==> src/hw/pmc_pkg.sv <==
// Purpose: shared constants for the power mode control block
// Assumes: 100 MHz mclk, 16-bit register address, 4-bit register data
// Notes:   wait times are kept in ms and turned into cycle counts here
package pmc_pkg;

  // register port widths
  localparam int unsigned PMC_ADDR_W = 16;
  localparam int unsigned PMC_DATA_W = 4;

  // register offsets
  localparam logic [15:0] PMC_OFF_SUPPLY   = 16'hFF00;
  localparam logic [15:0] PMC_OFF_LCDPWR   = 16'hFF60;
  localparam logic [15:0] PMC_OFF_OSC      = 16'hFF01;
  localparam logic [15:0] PMC_OFF_CONTRAST = 16'hFF02;
  localparam logic [15:0] PMC_OFF_STATUS   = 16'hFF03;

  // supply control field positions
  localparam int unsigned PMC_BIT_LVS = 0;  // logic_voltage_select
  localparam int unsigned PMC_BIT_FRO = 1;  // fast_regulator_on
  localparam int unsigned PMC_BIT_SRH = 2;  // slow_regulator_halver
  localparam int unsigned PMC_BIT_LSH = 3;  // lcd_supply_halver
  // lcd power register field
  localparam int unsigned PMC_BIT_LSO = 0;  // lcd_supply_on
  // oscillator control field positions
  localparam int unsigned PMC_BIT_CCS = 0;  // cpu_clock_select
  localparam int unsigned PMC_BIT_FOE = 1;  // fast_osc_enable
  // status field positions
  localparam int unsigned PMC_BIT_ST_VD3  = 0;
  localparam int unsigned PMC_BIT_ST_OSC  = 1;
  localparam int unsigned PMC_BIT_ST_LCD  = 2;
  localparam int unsigned PMC_BIT_ST_HALV = 3;

  // values after reset
  localparam logic [3:0] PMC_RST_SUPPLY   = 4'h0;
  localparam logic       PMC_RST_LCDPWR   = 1'b0;
  localparam logic [1:0] PMC_RST_OSC      = 2'h0;
  localparam logic [3:0] PMC_RST_CONTRAST = 4'h0;
  localparam logic [3:0] PMC_RD_NONE      = 4'h0;

  // wait times and their cycle counts, least times rounded up
  localparam real PMC_CLK_NS      = 10.0;
  localparam real PMC_VD3_WAIT_MS = 2.5;
  localparam real PMC_OSC_WAIT_MS = 5.0;
  localparam real PMC_LCD_WAIT_MS = 100.0;
  localparam int unsigned PMC_VD3_WAIT_CYC =
    int'($ceil(PMC_VD3_WAIT_MS * 1.0e6 / PMC_CLK_NS));
  localparam int unsigned PMC_OSC_WAIT_CYC =
    int'($ceil(PMC_OSC_WAIT_MS * 1.0e6 / PMC_CLK_NS));
  localparam int unsigned PMC_LCD_WAIT_CYC =
    int'($ceil(PMC_LCD_WAIT_MS * 1.0e6 / PMC_CLK_NS));
  localparam int unsigned PMC_TMR_W   = 24;
  localparam int unsigned PMC_NUM_TMR = 3;

  // address match, used by both write and read decode
  function automatic logic pmc_hit(input logic [15:0] addr,
                                   input logic [15:0] off);
    return addr == off;
  endfunction

endpackage

==> src/hw/pmc_timer_if.sv <==
// Purpose: arm and done pair between the controller and a settle timer
// Assumes: both ends on mclk
// Notes:   arm is a level; done stays high while arm stays high
`timescale 1ns/1ps
`default_nettype none
interface pmc_timer_if;
  logic arm;
  logic done;
  modport ctrl (output arm, input done);
  modport tmr (input arm, output done);
endinterface
`default_nettype wire

==> src/hw/pmc_power_ctrl.sv <==
// Purpose: power mode control bits, supply outputs and settle status
// Assumes: CPU register port, one access at a time, read data next cycle
// Notes:   sequencing is up to software; status shows elapsed waits
//
// Function
// - slow regulator always runs on slow clock
// - fast regulator on only while bit set
// - lcd supply follows lcd_supply_on bit
// - lcd base voltage has 16 settings
// - external lcd option keeps lcd supply off
// - two bits select halver per circuit
// - reset leaves both circuits in normal mode
// - voltage halver runs at all times
// - reset clears supply, clock and oscillator bits
// - halver bits act independently of each other
// - supply bits 0 to 3 in one register
// - lcd off grounds all lcd drive voltages
`timescale 1ns/1ps
`default_nettype none
module pmc_power_ctrl
  import pmc_pkg::*;
#(
  parameter int unsigned VD3_WAIT_CYCLES = PMC_VD3_WAIT_CYC,
  parameter int unsigned OSC_WAIT_CYCLES = PMC_OSC_WAIT_CYC,
  parameter int unsigned LCD_WAIT_CYCLES = PMC_LCD_WAIT_CYC,
  parameter bit          EXT_LCD_SUPPLY  = 1'b0
) (
  input  wire logic                  mclk,
  input  wire logic                  sys_rst,
  input  wire logic [PMC_ADDR_W-1:0] reg_addr,
  input  wire logic [PMC_DATA_W-1:0] reg_wdata,
  input  wire logic                  reg_wr,
  input  wire logic                  reg_rd,
  output logic      [PMC_DATA_W-1:0] reg_rdata,
  output logic                       logic_voltage_select,
  output logic                       fast_regulator_on,
  output logic                       slow_regulator_halver,
  output logic                       lcd_supply_halver,
  output logic                       lcd_supply_on,
  output logic                       lcd_drive_grounded,
  output logic                       cpu_clock_select,
  output logic                       fast_osc_enable,
  output logic      [3:0]            lcd_contrast_level,
  output logic                       slow_regulator_on,
  output logic                       voltage_halver_on
);

  // control registers
  logic [3:0]            supply_reg;
  logic [3:0]            supply_next;
  logic                  lcdpwr_reg;
  logic                  lcdpwr_next;
  logic [1:0]            osc_reg;
  logic [1:0]            osc_next;
  logic [3:0]            contrast_reg;
  logic [3:0]            contrast_next;
  logic [PMC_DATA_W-1:0] rdata_reg;
  logic [PMC_DATA_W-1:0] rdata_next;

  // write and read decode
  wire wr_supply   = reg_wr && pmc_hit(reg_addr, PMC_OFF_SUPPLY);
  wire wr_lcdpwr   = reg_wr && pmc_hit(reg_addr, PMC_OFF_LCDPWR);
  wire wr_osc      = reg_wr && pmc_hit(reg_addr, PMC_OFF_OSC);
  wire wr_contrast = reg_wr && pmc_hit(reg_addr, PMC_OFF_CONTRAST);
  wire rd_supply   = pmc_hit(reg_addr, PMC_OFF_SUPPLY);
  wire rd_lcdpwr   = pmc_hit(reg_addr, PMC_OFF_LCDPWR);
  wire rd_osc      = pmc_hit(reg_addr, PMC_OFF_OSC);
  wire rd_contrast = pmc_hit(reg_addr, PMC_OFF_CONTRAST);
  wire rd_status   = pmc_hit(reg_addr, PMC_OFF_STATUS);

  // next values: a write lands on the edge that takes it
  assign supply_next   = wr_supply ? reg_wdata : supply_reg;
  assign lcdpwr_next   = wr_lcdpwr ? reg_wdata[PMC_BIT_LSO] : lcdpwr_reg;
  assign osc_next      = wr_osc ? reg_wdata[1:0] : osc_reg;
  assign contrast_next = wr_contrast ? reg_wdata : contrast_reg;

  // control register update; reset returns all to normal and off
  always_ff @(posedge mclk) begin
    if (sys_rst) begin
      supply_reg   <= PMC_RST_SUPPLY;
      lcdpwr_reg   <= PMC_RST_LCDPWR;
      osc_reg      <= PMC_RST_OSC;
      contrast_reg <= PMC_RST_CONTRAST;
    end else begin
      supply_reg   <= supply_next;
      lcdpwr_reg   <= lcdpwr_next;
      osc_reg      <= osc_next;
      contrast_reg <= contrast_next;
    end
  end

  // supply control outputs, one field each
  assign logic_voltage_select  = supply_reg[PMC_BIT_LVS];
  assign fast_regulator_on     = supply_reg[PMC_BIT_FRO];
  assign slow_regulator_halver = supply_reg[PMC_BIT_SRH];
  // lcd circuit is held inactive when driven from outside
  assign lcd_supply_halver = supply_reg[PMC_BIT_LSH]
                             && !EXT_LCD_SUPPLY;
  assign lcd_supply_on     = lcdpwr_reg && !EXT_LCD_SUPPLY;
  assign lcd_drive_grounded = !lcd_supply_on;
  assign lcd_contrast_level = contrast_reg;

  // oscillator side bits
  assign cpu_clock_select = osc_reg[PMC_BIT_CCS];
  assign fast_osc_enable  = osc_reg[PMC_BIT_FOE];

  // always-running circuits
  assign slow_regulator_on = 1'b1;
  assign voltage_halver_on = 1'b1;

  // settle timers: fast supply, fast oscillator, lcd supply
  pmc_timer_if tmr_bus [PMC_NUM_TMR] ();

  // arm each wait while its enabling bits hold
  assign tmr_bus[0].arm = logic_voltage_select && fast_regulator_on;
  assign tmr_bus[1].arm = fast_osc_enable;
  assign tmr_bus[2].arm = lcd_supply_on;

  genvar gi;
  generate
    for (gi = 0; gi < PMC_NUM_TMR; gi++) begin : g_tmr
      localparam int unsigned CNT = (gi == 0) ? VD3_WAIT_CYCLES :
                                    (gi == 1) ? OSC_WAIT_CYCLES :
                                                LCD_WAIT_CYCLES;
      pmc_settle_timer #(
        .COUNT (CNT)
      ) u_tmr (
        .mclk    (mclk),
        .sys_rst (sys_rst),
        .tif     (tmr_bus[gi])
      );
    end
  endgenerate

  // status: elapsed waits and whether slow halver is currently safe
  wire vd3_settled = tmr_bus[0].done;
  wire osc_settled = tmr_bus[1].done;
  wire lcd_settled = tmr_bus[2].done;
  wire halver_ok   = !logic_voltage_select && !cpu_clock_select
                     && !fast_osc_enable && !fast_regulator_on;
  wire [3:0] status_word = {halver_ok, lcd_settled, osc_settled,
                            vd3_settled};

  // read selection; unmapped addresses and lcd upper bits read zero
  wire [3:0] rd_value =
    rd_supply   ? supply_reg :
    rd_lcdpwr   ? {3'h0, lcdpwr_reg} :
    rd_osc      ? {2'h0, osc_reg} :
    rd_contrast ? contrast_reg :
    rd_status   ? status_word : PMC_RD_NONE;
  assign rdata_next = reg_rd ? rd_value : PMC_RD_NONE;

  // read data register, valid the cycle after the strobe
  always_ff @(posedge mclk) begin
    if (sys_rst) begin
      rdata_reg <= PMC_RD_NONE;
    end else begin
      rdata_reg <= rdata_next;
    end
  end
  assign reg_rdata = rdata_reg;
endmodule
`default_nettype wire

==> src/hw/pmc_settle_timer.sv <==
// Purpose: counts cycles while armed and flags when the wait has passed
// Assumes: COUNT fits in the counter width
// Notes:   dropping arm restarts the wait from zero
`timescale 1ns/1ps
`default_nettype none
module pmc_settle_timer
  import pmc_pkg::*;
#(
  parameter int unsigned COUNT = 16
) (
  input  wire logic mclk,
  input  wire logic sys_rst,
  pmc_timer_if.tmr  tif
);

  localparam logic [PMC_TMR_W-1:0] LAST = PMC_TMR_W'(COUNT);

  logic [PMC_TMR_W-1:0] cnt_reg;
  logic [PMC_TMR_W-1:0] cnt_next;
  wire                  at_end;

  // counter saturates at the wait length
  assign at_end   = (cnt_reg == LAST);
  assign cnt_next = !tif.arm ? '0 : (at_end ? cnt_reg : cnt_reg + 1'b1);
  assign tif.done = at_end;

  // count register
  always_ff @(posedge mclk) begin
    if (sys_rst) begin
      cnt_reg <= '0;
    end else begin
      cnt_reg <= cnt_next;
    end
  end
endmodule
`default_nettype wire

==> config.mk <==
export PLATFORM = sky130hd
export DESIGN_NAME = pmc_power_ctrl
export DESIGN_NICKNAME = d
export VERILOG_FILES = /design/src/hw/pmc_pkg.sv /design/src/hw/pmc_timer_if.sv /design/src/hw/pmc_power_ctrl.sv /design/src/hw/pmc_settle_timer.sv
export SDC_FILE = /design/constraint.sdc
export NUM_CORES = 1
export LEC_CHECK = 0
export BUFFER_PORTS_ARGS = -buffer_cell sky130_fd_sc_hd__buf_4
export CAP_MARGIN = 20
export CORE_MARGIN = 5
export CORE_UTILIZATION = 28
export DETAILED_ROUTE_END_ITERATION = 8
export SLEW_MARGIN = 20
export SYNTH_ARGS = -nofsm -noshare
export SYNTH_HDL_FRONTEND = slang
export SYNTH_HIERARCHICAL = 1
export SYNTH_SLANG_ARGS = --single-unit
export TNS_END_PERCENT = 30
==> constraint.sdc <==
create_clock -name mclk -period 4.3 [get_ports mclk]
set_clock_uncertainty 0.2 [all_clocks]
set_input_delay 0.43 -clock mclk [delete_from_list [all_inputs] [get_ports mclk]]
set_output_delay 0.43 -clock mclk [all_outputs]
set_load 0.02 [all_outputs]
==> results.sh <==
export IMPL_post_synth_inst_count=516
export IMPL_critPathTopFamily="simple AND/OR/NAND/NOR gates"
export IMPL_critPathKind="flip-flop to flip-flop"
export IMPL_worstPathMaxFanout=16
export IMPL_initial_core_utilization=0.284
export IMPL_ir_drop_uv=166
export IMPL_hold_buffers=0
export IMPL_vias=3941
export IMPL_drt_initial_drc_count=235
export IMPL_die_h_um=137
export IMPL_cell_internal_pwr_mw=1.22
export IMPL_timing_max_cap_violations=0
export IMPL_gp_congestion=0.801
export IMPL_finalCriticalPeriod_ns=2.17
export IMPL_r2r_end="g_tmr[2].u_tmr/cnt_reg[20]$_SDFFE_PP0P_"
export IMPL_p_per_area_mw_per_mm2=303
export IMPL_grt_total_usage=0.113
export IMPL_worstSkewPairLatency_ns=0.34
export IMPL_postCtsSetupBuffers=0
export IMPL_h_tree_depth=3
export IMPL_drc=0
export IMPL_timing_hold_worst_start="reg_wdata[3]"
export IMPL_worst_path_max_delay_cell="sky130_fd_sc_hd__or4_1"
export IMPL_finalSetupViolCount=0
export IMPL_switching_share=0.219
export IMPL_cp_startpoint="g_tmr[2].u_tmr/cnt_reg[6]$_SDFFE_PP0P_"
export IMPL_numClockSinks=87
export IMPL_synth_warnings=6
export IMPL_met1_usage=0.146
export IMPL_finalHoldViolations=0
export IMPL_reg2reg_from="g_tmr[2].u_tmr/cnt_reg[6]$_SDFFE_PP0P_"
export IMPL_clock_root_buffer="sky130_fd_sc_hd__clkbuf_16"
export IMPL_ctsLongestPathBuffers=2
export IMPL_asyncSetResetFlopFracSynth=0
export IMPL_tightest_slew_ns=0.843
export IMPL_fin_setup_tns_ns=0
export IMPL_use_met2=0.188
export IMPL_area_delta_synth_final_pct=15.1
export IMPL_yosys_most_used_dff="sky130_fd_sc_hd__dfxtp_1"
export IMPL_path_clk_slew_ns=0.06
export IMPL_fin_worst_hold_slack_ns=0.170
export IMPL_number_of_ports_placed_on_the_die_boundary=42
export IMPL_depth_of_the_worst_register_to_register_path=4
export IMPL_seqPwrFrac=0.515
export IMPL_outcome="finished, final reports clean"
export IMPL_cpPeakStageDelay_ns=0.64
export IMPL_max_slew_margin_rel=0.438
export IMPL_final_instance_count_excl_fill=765
export IMPL_yosys_register_bits=87
export IMPL_synth_sequential_area_ratio=0.388
export IMPL_grt_pass1_vias=3713
export IMPL_firstDrtPassIters=4
export IMPL_critical_path_cell_chain="and3_1 > nand4_1 > or4_1 > a21oi_1"
export IMPL_switching_power_mw=0.343
export IMPL_maximum_number_of_pins_on_one_net_before_global_route_repair=22
export IMPL_maxClockFrequency_mhz=461
export IMPL_finish_net_count=574
export IMPL_synth_edf_count=0
export IMPL_critical_path_startpoint_type="flip-flop"
export IMPL_final_layout_size_suffix_gt1_frac=0.140
export IMPL_placedInstanceArea_mm2=0.00489
export IMPL_die_width_um=137
export IMPL_synth_area_per_cell_um2=8.70
export IMPL_finalWirelength_um=10300
export IMPL_grt_antenna_before_repair=0
export IMPL_placed_cells_incl_taps=749
export IMPL_cp_required_ns=4.35
export IMPL_worst_ep_arrival_time_ns=2.22
export IMPL_synth_lib_cells_used_distinct=61
export IMPL_netlist_area_mm2=0.00449
export IMPL_min_delay_worst_endpoint="supply_reg[3]$_SDFFE_PP0P_"
export IMPL_ant_nets=0
export IMPL_vias_per_cell=5.15
export IMPL_core_rowCount=46
export IMPL_cts_buffers_inserted=9
export IMPL_holdCritPathClass="input port to flip-flop"
export IMPL_io_buffers=39
export IMPL_rsz0062_at_grt="false"
export IMPL_grt_first_pass_wirelength_um=17500
export IMPL_power_clock_fraction=0.462
export IMPL_drt_wirelength_per_cell_um=13.4
export IMPL_grt_most_used_layer="met2"
export IMPL_power_static_leakage_nw=1.61
export IMPL_layout_filler_cells=1686
export IMPL_final_cell_area_mm2=0.00517
export IMPL_finalCritPeriodShare=0.504
export IMPL_timing_critical_path_to_type="flip-flop"
export IMPL_p_total_mw=1.56
export IMPL_place_detailed_hpwl_um=7520
export IMPL_core_area_mm2=0.0158
export IMPL_antenna_cells_inserted=0
export IMPL_combPwrFrac=0.023
export IMPL_fp_dieArea_mm2=0.0187
export IMPL_tritoncts="built"
export IMPL_timing_max_transition_violations_final=0
export IMPL_min_delay_path_depth=3
export IMPL_cp_num_buf_inv=0
export IMPL_flip_flop_count_of_the_largest_register_after_layout=72
export IMPL_grt_remaining_overflow=0
export IMPL_r2r_slack_ns=2.13
export IMPL_cts_resized=0
export IMPL_global_route_usage_met3=0.0173
[how the worst max path moves through the flow]
stage,to,slack (ns),cells past startpoint
3_5_place_dp,g_tmr[2].u_tmr/cnt_reg[23]$_SDFFE_PP0P_,2.15,4
6_report,g_tmr[2].u_tmr/cnt_reg[20]$_SDFFE_PP0P_,2.13,4
4_1_cts,g_tmr[2].u_tmr/cnt_reg[23]$_SDFFE_PP0P_,2.13,4
2_1_floorplan,lcd_contrast_level[2]$_SDFFE_PP0P_,2.42,5
3_3_place_gp,reg_rdata[2]$_SDFF_PP0_,2.11,8
5_1_grt,g_tmr[2].u_tmr/cnt_reg[23]$_SDFFE_PP0P_,1.95,4
[cells by family (layout without fill, tap and decap cells)]
| family | count (synthesis) | after routing | synth area share |
|---|---|---|---|
| AND/OR/NAND/NOR | 246 | 246 | 0.335 |
| AO/OA/AOI/OAI | 99 | 99 | 0.129 |
| flip-flops | 87 | 87 | 0.388 |
| buffers and inverters | 37 | 69 | 0.0477 |
| XOR/XNOR | 27 | 27 | 0.0527 |
| multiplexers | 13 | 13 | 0.0296 |
| adder cells (fa/ha/maj) | 6 | 6 | 0.0167 |
| other | 1 | 2 | 0.000836 |
[power groups by stage]
stage	Sequential (mW)	Clock [mW]	Combinational (mW)
after floorplan	0.824	0	0.0150
after global placement	0.824	0	0.0347
final	0.805	0.724	0.0356
after detailed placement	0.824	0	0.0355
after global routing	0.805	0.777	0.0384
after CTS	0.805	0.746	0.0356
[placed cells by master, fill, tap and decap left out, types with 3 or more instances in the layout]
cell,count
sky130_fd_sc_hd__a21oi_1,43
sky130_fd_sc_hd__nor2_1,37
sky130_fd_sc_hd__xor2_1,23
sky130_fd_sc_hd__mux2i_1,11
sky130_fd_sc_hd__nor4b_1,5
sky130_fd_sc_hd__clkbuf_16,9
sky130_fd_sc_hd__or4_1,20
sky130_fd_sc_hd__nand3_1,30
sky130_fd_sc_hd__nand3b_1,5
sky130_fd_sc_hd__nor3_1,4
sky130_fd_sc_hd__xnor2_1,4
sky130_fd_sc_hd__and4_1,6
sky130_fd_sc_hd__o31ai_1,20
sky130_fd_sc_hd__nand4_1,22
sky130_fd_sc_hd__o21ai_0,26
sky130_fd_sc_hd__dfxtp_1,87
sky130_fd_sc_hd__ha_1,6
sky130_fd_sc_hd__nand4_4,3
sky130_fd_sc_hd__nand2_1,40
sky130_fd_sc_hd__buf_4,39
sky130_fd_sc_hd__inv_1,14
sky130_fd_sc_hd__nor2b_1,4
sky130_fd_sc_hd__and3_1,11
sky130_fd_sc_hd__or3_1,11
sky130_fd_sc_hd__nand2b_1,10
sky130_fd_sc_hd__and2_1,7
sky130_fd_sc_hd__nor4_1,9
[per-layer routing]
layer / part of all wire / routed length (um)
met1: 0.47 / 4820
met4: 0.017 / 172
met3: 0.038 / 387
met5: 0 / 0
met2: 0.48 / 4900
[through the flow]
stage                      util  setup WS (ns)
after global routing      0.326           1.95
after CTS                 0.326           2.13
after global placement    0.309           2.11
final                     0.326           2.13
after detailed placement  0.309           2.15
after floorplan               -           2.42
[tightest hold or removal path: cells and delay by family]
family                 cells  cell delay, ns
AND/OR/NAND/NOR            1            0.06
AO/OA/AOI/OAI              1            0.06
buffers and inverters      1            0.12
[synth_stat cells (5+ instances only)]
| library cell | n | area share |
|---|---|---|
| sky130_fd_sc_hd__a21oi_1 | 43 | 0.048 |
| sky130_fd_sc_hd__and2_1 | 7 | 0.0098 |
| sky130_fd_sc_hd__and3_1 | 11 | 0.015 |
| sky130_fd_sc_hd__and4_1 | 6 | 0.012 |
| sky130_fd_sc_hd__buf_6 | 8 | 0.020 |
| sky130_fd_sc_hd__clkbuf_1 | 8 | 0.0067 |
| sky130_fd_sc_hd__dfxtp_1 | 87 | 0.39 |
| sky130_fd_sc_hd__ha_1 | 6 | 0.017 |
| sky130_fd_sc_hd__inv_1 | 14 | 0.012 |
| sky130_fd_sc_hd__mux2i_1 | 11 | 0.025 |
| sky130_fd_sc_hd__nand2_1 | 40 | 0.033 |
| sky130_fd_sc_hd__nand2b_1 | 10 | 0.014 |
| sky130_fd_sc_hd__nand3_1 | 30 | 0.033 |
| sky130_fd_sc_hd__nand3b_1 | 5 | 0.0084 |
| sky130_fd_sc_hd__nand4_1 | 22 | 0.031 |
| sky130_fd_sc_hd__nor2_1 | 37 | 0.031 |
| sky130_fd_sc_hd__nor4_1 | 9 | 0.013 |
| sky130_fd_sc_hd__nor4b_1 | 5 | 0.0098 |
| sky130_fd_sc_hd__o21ai_0 | 26 | 0.029 |
| sky130_fd_sc_hd__o31ai_1 | 20 | 0.033 |
| sky130_fd_sc_hd__or3_1 | 11 | 0.015 |
| sky130_fd_sc_hd__or4_1 | 20 | 0.033 |
| sky130_fd_sc_hd__xor2_1 | 23 | 0.045 |
[final cells by class]
cell class	instances	area [um2]	area share
repair buffers	39	293	0.0567
clock inverters	5	41.3	0.00799
clock buffers	11	233	0.0450
inverters	14	52.6	0.0102
flip-flops and latches	87	1740	0.337
well taps	216	270	0.0523
multi-input cells	393	2540	0.491
Power figures use the tool's default switching activity.
